===== src/dbd_cfg.svh =====
`ifndef DBD_CFG_SVH
`define DBD_CFG_SVH
// ----------------------------------------
// register map
// ----------------------------------------
`define DBD_OFS_FLAGS 8'h04
`define DBD_OFS_UNMASK 8'h00
`define DBD_RST_FLAGS 32'h00000000
`define DBD_RST_UNMASK 32'h00000000
`define DBD_UNMAPPED_RDATA 32'h00000000
`endif


===== src/dbd_pkg.sv =====
package dbd_pkg;
  typedef struct packed {
    logic [7:0] address;
    logic read;
    logic write;
    logic [31:0] writedata;
    logic [3:0] byteenable;
  } dbd_req_s;
  typedef enum logic [0:0] {
    DBD_IDLE,
    DBD_DONE
  } dbd_bus_e;
endpackage : dbd_pkg


===== src/dbd_block_done.sv =====
`timescale 1ns/1ps
`include "dbd_cfg.svh"
module dbd_block_done
  import dbd_pkg::*;
#(
  parameter int NUM_CHAN = 32
) (
  input wire logic core_clk,
  input wire logic reset,
  input wire logic [NUM_CHAN-1:0] chan_block_done_evt,
  input wire dbd_req_s avs_req,
  output logic [31:0] avs_readdata,
  output logic avs_waitrequest,
  output logic block_irq,
  output logic [NUM_CHAN-1:0] chan_block_irq
);

  // ----------------------------------------
  // parameter check
  // ----------------------------------------
  // the flags share one bus word, so more than 32 channels cannot be served
  if (NUM_CHAN < 1 || NUM_CHAN > 32) begin : g_bad_chan
    $error("NUM_CHAN must be 1..32");
  end

  // both registers must decode apart, or one write would land in both
  if (`DBD_OFS_FLAGS == `DBD_OFS_UNMASK) begin : g_bad_map
    $error("flag and unmask offsets collide");
  end

  // byte addresses off a word boundary would split a register across two words
  if ((`DBD_OFS_FLAGS % 4) != 0 || (`DBD_OFS_UNMASK % 4) != 0) begin : g_bad_align
    $error("register offsets must be word aligned");
  end

  // ----------------------------------------
  // constants
  // ----------------------------------------
  localparam int LANES = 4;
  localparam int LANE_W = 8;

  // ----------------------------------------
  // state registers
  // ----------------------------------------
  // every output is one of these, so nothing combinational reaches a pin
  dbd_bus_e bus_q;
  dbd_bus_e bus_d;
  logic wait_q;
  logic wait_d;
  logic [31:0] rdata_q;
  logic [31:0] rdata_d;
  logic [NUM_CHAN-1:0] flags_q;
  logic [NUM_CHAN-1:0] flags_d;
  logic [NUM_CHAN-1:0] unmask_q;
  logic [NUM_CHAN-1:0] unmask_d;
  logic [NUM_CHAN-1:0] irq_vec_q;
  logic [NUM_CHAN-1:0] irq_vec_d;
  logic irq_q;
  logic irq_d;

  // ----------------------------------------
  // request decode
  // ----------------------------------------
  logic rd_req;
  logic wr_req;
  logic req;
  logic idle;
  logic hit_flags;
  logic hit_unmask;
  logic rd_take;
  logic wr_take;
  logic wr_flags;
  logic wr_unmask;

  assign rd_req = avs_req.read;
  assign wr_req = avs_req.write;
  assign req = rd_req | wr_req;
  assign idle = (bus_q == DBD_IDLE);
  assign hit_flags = (avs_req.address == `DBD_OFS_FLAGS);
  assign hit_unmask = (avs_req.address == `DBD_OFS_UNMASK);

  // a request counts once, at the edge that finds the block idle;
  // the master still holds it through the answer cycle, which must not apply it again
  assign rd_take = rd_req & idle;
  assign wr_take = wr_req & idle;
  assign wr_flags = wr_take & hit_flags;
  assign wr_unmask = wr_take & hit_unmask;

  // ----------------------------------------
  // byte lanes
  // ----------------------------------------
  logic [31:0] wmask;
  logic [31:0] wbits;

  // a lane left out of byteenable neither clears flags nor changes unmask bits
  for (genvar lane = 0; lane < LANES; lane++) begin : g_lane
    assign wmask[LANE_W*lane +: LANE_W] = {LANE_W{avs_req.byteenable[lane]}};
  end

  assign wbits = avs_req.writedata & wmask;

  // ----------------------------------------
  // flag next value
  // ----------------------------------------
  logic [NUM_CHAN-1:0] clr;
  logic [NUM_CHAN-1:0] set;

  always_comb begin
    flags_d = flags_q;
    clr = '0;
    set = chan_block_done_evt;
    if (wr_flags) begin
      // zeros in the written word leave their flags alone
      clr = wbits[NUM_CHAN-1:0];
    end
    for (int c = 0; c < NUM_CHAN; c++) begin
      if (clr[c]) begin
        flags_d[c] = 1'b0;
      end
      // set is applied last so a completion in the clearing cycle is never lost
      if (set[c]) begin
        flags_d[c] = 1'b1;
      end
    end
  end

  // ----------------------------------------
  // flag register
  // ----------------------------------------
  always_ff @(posedge core_clk) begin
    if (reset) begin
      flags_q <= NUM_CHAN'(`DBD_RST_FLAGS);
    end else begin
      flags_q <= flags_d;
    end
  end

  // ----------------------------------------
  // unmask register
  // ----------------------------------------
  // only the lanes named by byteenable change; the others keep their bits
  always_comb begin
    unmask_d = unmask_q;
    if (wr_unmask) begin
      unmask_d = (unmask_q & ~wmask[NUM_CHAN-1:0]) | wbits[NUM_CHAN-1:0];
    end
  end

  always_ff @(posedge core_clk) begin
    if (reset) begin
      unmask_q <= NUM_CHAN'(`DBD_RST_UNMASK);
    end else begin
      unmask_q <= unmask_d;
    end
  end

  // ----------------------------------------
  // interrupt
  // ----------------------------------------
  // built from next values so the lines move on the same edge as flag and unmask;
  // the cost is a longer path from the bus and the event inputs to these flops
  always_comb begin
    irq_vec_d = '0;
    for (int c = 0; c < NUM_CHAN; c++) begin
      // a masked channel keeps its flag but stays silent
      irq_vec_d[c] = flags_d[c] & unmask_d[c];
    end
    irq_d = |irq_vec_d;
  end

  always_ff @(posedge core_clk) begin
    if (reset) begin
      irq_vec_q <= '0;
      irq_q <= 1'b0;
    end else begin
      irq_vec_q <= irq_vec_d;
      irq_q <= irq_d;
    end
  end

  // ----------------------------------------
  // readback words
  // ----------------------------------------
  logic [31:0] flags_word;
  logic [31:0] unmask_word;

  // with fewer channels the unused upper bits read as zero
  always_comb begin
    flags_word = '0;
    unmask_word = '0;
    flags_word[NUM_CHAN-1:0] = flags_q;
    unmask_word[NUM_CHAN-1:0] = unmask_q;
  end

  // ----------------------------------------
  // bus handshake
  // ----------------------------------------
  // one wait state per access: the answer is registered, so readdata stands
  // at the edge that sees waitrequest low; a read returns the state before
  // the edge that takes it, and readdata holds until the next read
  // limitation: at most one access every two cycles
  always_comb begin
    bus_d = bus_q;
    rdata_d = rdata_q;
    wait_d = 1'b1;
    unique case (bus_q)
      DBD_IDLE: begin
        if (req) begin
          bus_d = DBD_DONE;
          wait_d = 1'b0;
          if (rd_take) begin
            // unmapped reads are still answered, with a fixed word
            rdata_d = `DBD_UNMAPPED_RDATA;
            if (hit_flags) begin
              rdata_d = flags_word;
            end else if (hit_unmask) begin
              rdata_d = unmask_word;
            end
          end
        end
      end
      DBD_DONE: begin
        bus_d = DBD_IDLE;
      end
    endcase
  end

  // waitrequest is high in reset and idle, low only in the answer cycle
  always_ff @(posedge core_clk) begin
    if (reset) begin
      bus_q <= DBD_IDLE;
      wait_q <= 1'b1;
      rdata_q <= 32'h00000000;
    end else begin
      bus_q <= bus_d;
      wait_q <= wait_d;
      rdata_q <= rdata_d;
    end
  end

  // ----------------------------------------
  // outputs
  // ----------------------------------------
  assign avs_waitrequest = wait_q;
  assign avs_readdata = rdata_q;
  assign chan_block_irq = irq_vec_q;
  assign block_irq = irq_q;

endmodule : dbd_block_done


===== config.mk =====
export PLATFORM = sky130hd
export DESIGN_NAME = dbd_block_done
export DESIGN_NICKNAME = d
export VERILOG_FILES = /design/src/dbd_pkg.sv /design/src/dbd_block_done.sv
export VERILOG_INCLUDE_DIRS = /design/src /design/src/src
export SDC_FILE = /design/constraint.sdc
export NUM_CORES = 1
export LEC_CHECK = 0
export BUFFER_PORTS_ARGS = -buffer_cell sky130_fd_sc_hd__buf_2
export CAP_MARGIN = 20
export CORE_MARGIN = 2
export CORE_UTILIZATION = 34
export CTS_CLUSTER_SIZE = 40
export DETAILED_ROUTE_END_ITERATION = 6
export PLACE_DENSITY = 0.55
export REMOVE_ABC_BUFFERS = 1
export SKIP_LAST_GASP = 1
export SYNTH_ARGS = -nofsm -noshare
export SYNTH_HDL_FRONTEND = slang
export SYNTH_SLANG_ARGS = --single-unit

===== constraint.sdc =====
create_clock -name core_clk -period 2.8 [get_ports core_clk]
set_clock_uncertainty 0.1 [all_clocks]
set_input_delay 0.14 -clock core_clk [delete_from_list [all_inputs] [get_ports core_clk]]
set_output_delay 0.14 -clock core_clk [all_outputs]
set_load 0.01 [all_outputs]

==> results of run 1 <==
[cell type report]
| class | count | share of cell area |
|---|---|---|
| tap | 184 | 0.0322 |
| timing repair buffer | 224 | 0.214 |
| multi-input combinational | 333 | 0.309 |
| clock buffer | 22 | 0.0663 |
| antenna | 1 | 0.000350 |
| sequential | 131 | 0.367 |
| inverter | 1 | 0.000525 |
| clock inverter | 10 | 0.0116 |
[per-layer routing]
metal	global-route usage	up-vias	routed length, um
met1	0.252	2147	6960
met2	0.306	151	6880
li1	-	2229	-
met4	0.0760	0	273
met5	0	-	0
met3	0.0494	20	737
[how the worst max path moves through the flow]
stage                                   end  slack (ps)  depth (start not counted)
2_1_floorplan  avs_readdata[3]$_SDFFE_PP0P_         300                          5
3_3_place_gp           block_irq$_SDFF_PP0_         330                          8
3_5_place_dp           block_irq$_SDFF_PP0_         290                          8
4_1_cts                block_irq$_SDFF_PP0_         330                          7
5_1_grt                block_irq$_SDFF_PP0_         140                          7
6_report               block_irq$_SDFF_PP0_         370                          7
[tightest hold or removal path: cells and delay by family]
kind	cells	cell delay, ps
and+or+nand+nor	3	210
buffers and inverters	1	100
AOI/OAI and AO/OA	1	100
[registers in the layout, indices dropped and copies added, names as in the netlist]
signal / cells
avs_readdata: 32
block_irq: 1
unmask_q: 32
flags_q: 32
bus_q: 1
chan_block_irq: 32
avs_waitrequest: 1
[cells by family (layout without fill, tap and decap cells)]
family | after synthesis | in the layout
multiplexers | 64 | 64
other | 0 | 1
AND/OR/NAND/NOR | 187 | 187
AO/OA/AOI/OAI | 82 | 82
buffers and inverters | 30 | 257
flip-flops | 131 | 131
[where the power goes]
part | internal [mW] | switching (mW)
registers | 1.90 | 0.0191
logic | 0.180 | 0.170
clock network | 1.28 | 0.787
[cell usage after synthesis (5+ instances only)]
library cell,n
sky130_fd_sc_hd__nand2b_1,25
sky130_fd_sc_hd__o32ai_1,8
sky130_fd_sc_hd__nor2_1,98
sky130_fd_sc_hd__mux2_2,32
sky130_fd_sc_hd__nand4_1,8
sky130_fd_sc_hd__nor3_1,32
sky130_fd_sc_hd__mux2i_1,32
sky130_fd_sc_hd__o22ai_1,32
sky130_fd_sc_hd__dfxtp_1,131
sky130_fd_sc_hd__a21oi_1,5
sky130_fd_sc_hd__a22oi_1,32
sky130_fd_sc_hd__nand3_2,5
sky130_fd_sc_hd__clkbuf_1,25
[metrics by stage]
stage	std cells	instance area, sq um
after detailed placement	801	5870
after CTS	905	7150
final	906	7150
after floorplan	465	4820
after global placement	801	5870
after global routing	906	7150
==> qor.yml, run 1 <==
cts.sinks: 131
floorplan.die.height_um: 125
post_synthesis_sequential_area_ratio: 0.531
timing.setup.critical_path_class: "reg -> reg"
grt_pass1_vias: 4570
synth_fa_ha_area_frac: 0
fillers: 1373
finalCriticalPeriod_ps: 2430
hold_violations: 0
seq_cells_post_synth: 131
synth-async-reset-ratio: 0
complex_gate_fraction_of_the_synthesized_area: 0.114
worst_r2r_path_depth: 7
rsz_0062_raised_after_global_routing: "false"
crit_path_start_kind: "register"
timing.hold.worst_path_depth: 5
synth_top_area_frac: 0.531
crit_family: "simple AND/OR/NAND/NOR gates"
synth_enable_flop_cells: 0
worstPathCellList: "nor4bb_1 -> and3_1 -> buf_4 -> mux2i_1 -> o22ai_1 -> nor4_1 -> a41oi_1"
crit_path_max_fanout: 10
synth_flop_type: "sky130_fd_sc_hd__dfxtp_1"
timing.hold.ws_ps: 77.7
final.setup.tns_ps: 0
setup_violations: 0
r2r_setup_slack_ps: 370
period_share: 0.869
cp-end-kind: "register"
clkLatencyLatePin_ps: 420
fp.dieW_um: 125
p_per_area_mw_per_mm2: 607
global_route_wire_length_before_repair_um: 23600
cts.htree.levels: 4
cts_post_setup_buffers_inserted: 0
critPathRequiredTime_ps: 2950
cp-startpoint: "bus_q$_SDFF_PP0_"
cts_made_buffers: 17
root_buffer: "sky130_fd_sc_hd__clkbuf_16"
synth_area_sq_mm: 0.00494
count_of_warnings_emitted_by_yosys: 0
timing.rr.end: "block_irq$_SDFF_PP0_"
drc: 0
dp_hpwl_um: 9970
yosys.area_share.xor_xnor: 0
total_leakage_power_nw: 3.21
ff_latch_area_sq_mm: 0.00262
cp_slowest_stage_delay_ps: 410
postLayoutCoreUtil: 0.497
area_growth_pct: 44.7
grt_antenna_before_repair: 1
design.final.nets: 788
hold_path_endpoint: "flags_q[23]$_SDFF_PP0_"
holdBufCountCts: 72
critical_path_buffers_and_inverters: 1
cp.arrival_ps: 2590
synth_largest_area_cell: "sky130_fd_sc_hd__dfxtp_1"
drt-wirelength-per-cell_um: 16.4
dr_total_vias: 4547
power.total_mw: 4.34
crit_path_top_delay_cell: "sky130_fd_sc_hd__nor4_1"
routed_via_density: 5.02
most-common-layout-cells: "sky130_fd_sc_hd__buf_2, sky130_fd_sc_hd__dfxtp_1, sky130_fd_sc_hd__nor2_1"
timing_max_transition_violations_final: 0
routed_wl_um: 14800
cts_tree: "built"
gpl.final_weighted_congestion: 0.838
boundaryPins: 146
most_common_cell_after_layout_fill_and_taps_aside: "sky130_fd_sc_hd__buf_2"
dr.pass1.iters: 4
tightest_slew_ps: 749
pre_cts_setup_slack_ps: 291
core.rowCount: 44
synth_top_family_by_area: "simple AND/OR/NAND/NOR gates"
outcome: "finished clean"
synth.area.mux_share: 0.138
globalRoute.totalOverflow: 0
synthTopCellsByArea: "sky130_fd_sc_hd__dfxtp_1, sky130_fd_sc_hd__nor2_1, sky130_fd_sc_hd__mux2_2"
yosys.area_share.simple: 0.193
initial_utilization: 0.344
drive_above_1_share: 0.311
clock_transition_time_at_the_flip_flop_clock_pins_of_the_worst_setup_and_hold_paths_ps: 50
hold_path_startpoint: "avs_req[41]"
synth_cells: 494
core_area_sq_mm: 0.0144
die-area_sq_mm: 0.0155
syn_area_per_cell_sq_um: 10.0
postRouteAntennaNets: 0
postCtsResizedCells: 0
hold_path_class: "in -> reg"
drv.max_cap_violation_count: 0
worstReg2RegStart: "bus_q$_SDFF_PP0_"
timing.slew.headroom: 0.501
achievable-frequency_mhz: 411
drt-initial-drc-count: 244
io_buffer_count: 145
synth_cell_types: 27
multi_input_gate_area_in_the_final_layout_sq_mm: 0.00221
vdd.ir_drop.worst_mv: 0.437
track_usage: 0.193
setup_ws_ps: 366
clock_path_buffers: 2
grt_max_degree: 70
No activity file was read; power rests on OpenSTA's default activity.
==> inputs of run 2 (changes only) <==
- CORE_MARGIN: 2 -> unset
==> run 2 against run 1 <==
- register-to-register slack worse by 50 ps
- combinational power is 1% higher
- sequential share of layout area is 0.25 points lower
- largest power group unchanged
- critical path type unchanged
- utilization is 1.5 points higher
- global-route usage is 0.88 points higher
==> qor.yml, run 2 (synthesized netlist as in run 1, its figures left out) <==
grt_pass1_vias: 4460
drc: 0
worst_r2r_path_depth: 6
worstReg2RegStart: "bus_q$_SDFF_PP0_"
achievable-frequency_mhz: 403
crit_path_max_fanout: 10
period_share: 0.886
outcome: "finished clean"
post_place_cell_area_sq_mm: 0.00587
postCtsResizedCells: 0
grt_antenna_before_repair: 0
io_buffer_count: 145
most-common-layout-cells: "sky130_fd_sc_hd__buf_2, sky130_fd_sc_hd__dfxtp_1, sky130_fd_sc_hd__nor2_1"
cts.sinks: 131
final_cell_count_without_fillers: 903
clkLatencyLatePin_ps: 420
finalCriticalPeriod_ps: 2480
drive_above_1_share: 0.311
timing.hold.ws_ps: 136
vdd.ir_drop.worst_mv: 0.447
setup_violations: 0
cts.htree.levels: 4
core_area_sq_mm: 0.0140
setup_ws_ps: 318
cp-startpoint: "bus_q$_SDFF_PP0_"
dr_total_vias: 4583
cp.arrival_ps: 2640
timing.setup.critical_path_class: "reg -> reg"
power.total_mw: 4.51
area_growth_pct: 45.7
final_area_sq_mm: 0.00720
track_usage: 0.202
dr.pass1.iters: 4
global_route_wire_length_before_repair_um: 22600
drt-wirelength-per-cell_um: 16.2
hold_path_class: "in -> reg"
cp_slowest_stage_delay_ps: 440
floorplan.die.height_um: 123
timing.slew.headroom: 0.540
worstPathCellList: "nor4bb_1 -> nand3_2 -> mux2i_1 -> o22ai_1 -> nor4_1 -> a41oi_1"
pre_cts_setup_slack_ps: 252
cts_tree: "built"
tightest_slew_ps: 689
hold_violations: 0
crit_end: "block_irq$_SDFF_PP0_"
dp_hpwl_um: 10100
postRouteAntennaNets: 0
initial_utilization: 0.352
core.rowCount: 43
rsz_0062_raised_after_global_routing: "false"
globalRoute.totalOverflow: 0
clock_path_buffers: 2
design.final.nets: 792
routed_via_density: 5.08
timing_max_transition_violations_final: 0
timing.rr.end: "block_irq$_SDFF_PP0_"
fp.dieW_um: 123
gpl.final_weighted_congestion: 0.842
critPathRequiredTime_ps: 2960
diodes: 0
cp-end-kind: "register"
crit_path_top_delay_cell: "sky130_fd_sc_hd__nor4_1"
grt_max_degree: 65
crit_path_start_kind: "register"
final.setup.tns_ps: 0
drt-initial-drc-count: 243
p_per_area_mw_per_mm2: 626
postLayoutCoreUtil: 0.513
most_common_cell_after_layout_fill_and_taps_aside: "sky130_fd_sc_hd__buf_2"
clock_transition_time_at_the_flip_flop_clock_pins_of_the_worst_setup_and_hold_paths_ps: 60
die-area_sq_mm: 0.0150
cts_post_setup_buffers_inserted: 0
drv.max_cap_violation_count: 0
cts_made_buffers: 17
total_leakage_power_nw: 3.24
routed_wl_um: 14700
root_buffer: "sky130_fd_sc_hd__clkbuf_16"
boundaryPins: 146
placed_cells_incl_taps: 799
r2r_setup_slack_ps: 320
==> run 2: cell types whose count changed in the layout (fill, tap and decap cells not counted), moves of 2 or more <==
cell | previous run | this run
sky130_fd_sc_hd__clkinv_2 | 6 | 4
sky130_fd_sc_hd__buf_4 | 6 | 9
sky130_fd_sc_hd__dlygate4sd3_1 | 72 | 74
sky130_fd_sc_hd__bufinv_16 | 1 | 3
==> run 2: power breakdown <==
group / total, mW / internal [mW] / switching, mW
Sequential: 1.92 / 1.90 / 0.0192
Combinational: 0.354 / 0.184 / 0.169
Clock: 2.23 / 1.43 / 0.802
==> run 2: critical path, delay by kind of cell (launching register included) <==
kind	cells	cell delay, ps
DFF	1	380
AOI/OAI and AO/OA	2	350
muxes	1	340
and+or+nand+nor	3	1140
==> run 2: repair_timing <==
| action | 4_1_cts | 5_1_grt |
|---|---|---|
| setup endpoints to repair | 0 | 0 |
| endpoints found under the hold margin | 77 | 0 |
| hold buffers | 74 | 0 |
==> run 2: worst min path at each step <==
stage,depth (start not counted),slack (ps),to,from
floorplan,1,110,avs_readdata[0]$_SDFFE_PP0P_,reset
global placement,3,290,flags_q[23]$_SDFF_PP0_,chan_block_done_evt[23]
detailed placement,3,290,flags_q[23]$_SDFF_PP0_,chan_block_done_evt[23]
CTS,2,140,unmask_q[13]$_SDFF_PP0_,reset
global route,2,160,flags_q[7]$_SDFF_PP0_,reset
finish,2,140,avs_readdata[5]$_SDFFE_PP0P_,reset
==> run 2: layer usage <==
metal,wire length (um),global-route usage
met2,6800,0.324
met1,6750,0.262
met5,0,0
met4,187,0.0724
met3,916,0.0488
==> run 2: layout make-up <==
| class | count | area, sq um |
|---|---|---|
| Timing Repair Buffer | 228 | 1550 |
| Clock buffer | 20 | 457 |
| Sequential cell | 131 | 2620 |
| Fill cell | 1288 | 6850 |
| Clock inverter | 10 | 134 |
| Inverter | 1 | 3.75 |
| Multi-Input combinational cell | 333 | 2210 |
| Tap cell | 180 | 225 |
==> inputs of run 3 (changes only) <==
- CORE_MARGIN: unset -> 1.5
==> run 3 against run 2 <==
- total power is 8.1% lower
- critical path depth shrank 1
- fmax shrank 0.72%
- clock-buffer cell count is 1 higher
- combinational power hardly changed
- largest power group is now sequential cells
- final cell count is the same
- first-iteration DRC count increased by 19%
- worst hold slack got worse by 21 ps
- global-route usage shrank 0.083 points
==> qor.yml, run 3 (synthesized netlist as in run 1, its figures left out) <==
outcome: "finished clean"
area_growth_pct: 43.8
clock_transition_time_at_the_flip_flop_clock_pins_of_the_worst_setup_and_hold_paths_ps: 50
cp-end-kind: "register"
globalRoute.totalOverflow: 0
rsz_0062_raised_after_global_routing: "false"
cts_tree: "built"
drive_above_1_share: 0.307
timing.setup.critical_path_class: "reg -> reg"
achievable-frequency_mhz: 400
hold_path_class: "in -> reg"
grt_pass1_vias: 4502
critPathRequiredTime_ps: 2960
io_buffer_count: 145
cp.arrival_ps: 2660
drv.max_cap_violation_count: 0
postRouteAntennaNets: 0
route.met3.wl_um: 924
cts_made_buffers: 17
total_leakage_power_nw: 3.19
dp_hpwl_um: 10300
cts.htree.levels: 4
tightest_slew_ps: 606
cts_post_setup_buffers_inserted: 0
clkLatencyLatePin_ps: 410
p_per_area_mw_per_mm2: 583
wl_met2_um: 7020
ff_latch_area_sq_mm: 0.00262
setup_violations: 0
fp.dieW_um: 124
core_area_sq_mm: 0.0140
routed_via_density: 5.11
design.final.nets: 794
period_share: 0.893
crit_path_max_fanout: 10
vdd.ir_drop.worst_mv: 0.416
dr_total_vias: 4612
hold_violations: 0
drt-initial-drc-count: 290
core.rowCount: 43
grt_antenna_before_repair: 0
final.setup.tns_ps: 0
timing_max_transition_violations_final: 0
most_common_cell_after_layout_fill_and_taps_aside: "sky130_fd_sc_hd__buf_2"
crit_path_start_kind: "register"
drt-wirelength-per-cell_um: 16.8
multi_input_gate_area_in_the_final_layout_sq_mm: 0.00221
timing.slew.headroom: 0.596
finalCriticalPeriod_ps: 2500
initial_utilization: 0.352
dr.pass1.iters: 4
routed_wl_um: 15200
fillers: 1310
highest_layer: "met4"
grt_max_degree: 59
track_usage: 0.201
root_buffer: "sky130_fd_sc_hd__clkbuf_16"
most-common-layout-cells: "sky130_fd_sc_hd__buf_2, sky130_fd_sc_hd__dfxtp_1, sky130_fd_sc_hd__nor2_1"
die-area_sq_mm: 0.0153
clock_path_buffers: 2
cts.sinks: 131
holdBufCountCts: 74
drc: 0
m1WireLength_um: 6900
postCtsResizedCells: 0
boundaryPins: 146
global_route_wire_length_before_repair_um: 22800
diodes: 0
floorplan.die.height_um: 124
gpl.final_weighted_congestion: 0.880
timing.hold.ws_ps: 116
==> run 3: cell count changes in the layout (fill, tap and decap cells not counted), sizes merged <==
| cell | delta |
|---|---|
| bufinv | -3 |
| buf | +2 |
| clkbuf | +1 |
==> run 3: worst paths after layout <==
path / from / endpoint / slack [ps] / cells after the start
setup / recovery: bus_q$_SDFF_PP0_ / block_irq$_SDFF_PP0_ / 300 / 5
hold / removal: reset / avs_readdata[8]$_SDFFE_PP0P_ / 120 / 2
setup reg to reg: bus_q$_SDFF_PP0_ / block_irq$_SDFF_PP0_ / 300 / 5
hold reg to reg: avs_readdata[15]$_SDFFE_PP0P_ / avs_readdata[15]$_SDFFE_PP0P_ / 400 / 2
==> run 3: routing by layer <==
| layer | vias to the layer above | global-route usage |
|---|---|---|
| li1 | 2231 | - |
| met1 | 2192 | 0.258 |
| met2 | 168 | 0.324 |
| met3 | 21 | 0.0470 |
| met4 | 0 | 0.0833 |
| met5 | - | 0 |
==> run 3: final cells by class <==
class / instances / area share
clock buffer: 21 / 0.0620
clock inverter: 7 / 0.00564
inverter: 1 / 0.000529
multi-input combinational: 333 / 0.311
sequential: 131 / 0.369
tap: 180 / 0.0317
timing repair buffer: 230 / 0.220
==> run 3: report_power, final <==
part           switching [mW]  internal [mW]  leakage, nW
Combinational           0.171          0.184         1.89
Sequential             0.0194           1.90         1.07
Clock                   0.766           1.10        0.234
==> run 3: critical path, stage by stage (launching register included) <==
cell and delay (ps):
sky130_fd_sc_hd__dfxtp_1 390, sky130_fd_sc_hd__nand4b_1 550, sky130_fd_sc_hd__o32ai_1 630, sky130_fd_sc_hd__o22ai_1 150, sky130_fd_sc_hd__nor4_1 370, sky130_fd_sc_hd__a41oi_1 170
==> run 3: per-stage QoR <==
stage	util	std cells	setup WS, ps	instance area, sq um	total power [mW]
detailed placement	0.419	801	142	5880	2.23
CTS	0.506	903	338	7100	4.17
global route	0.506	903	164	7100	4.30
floorplan	-	465	298	4820	2.07
global placement	0.419	801	193	5880	2.22
finish	0.506	903	300	7100	4.14
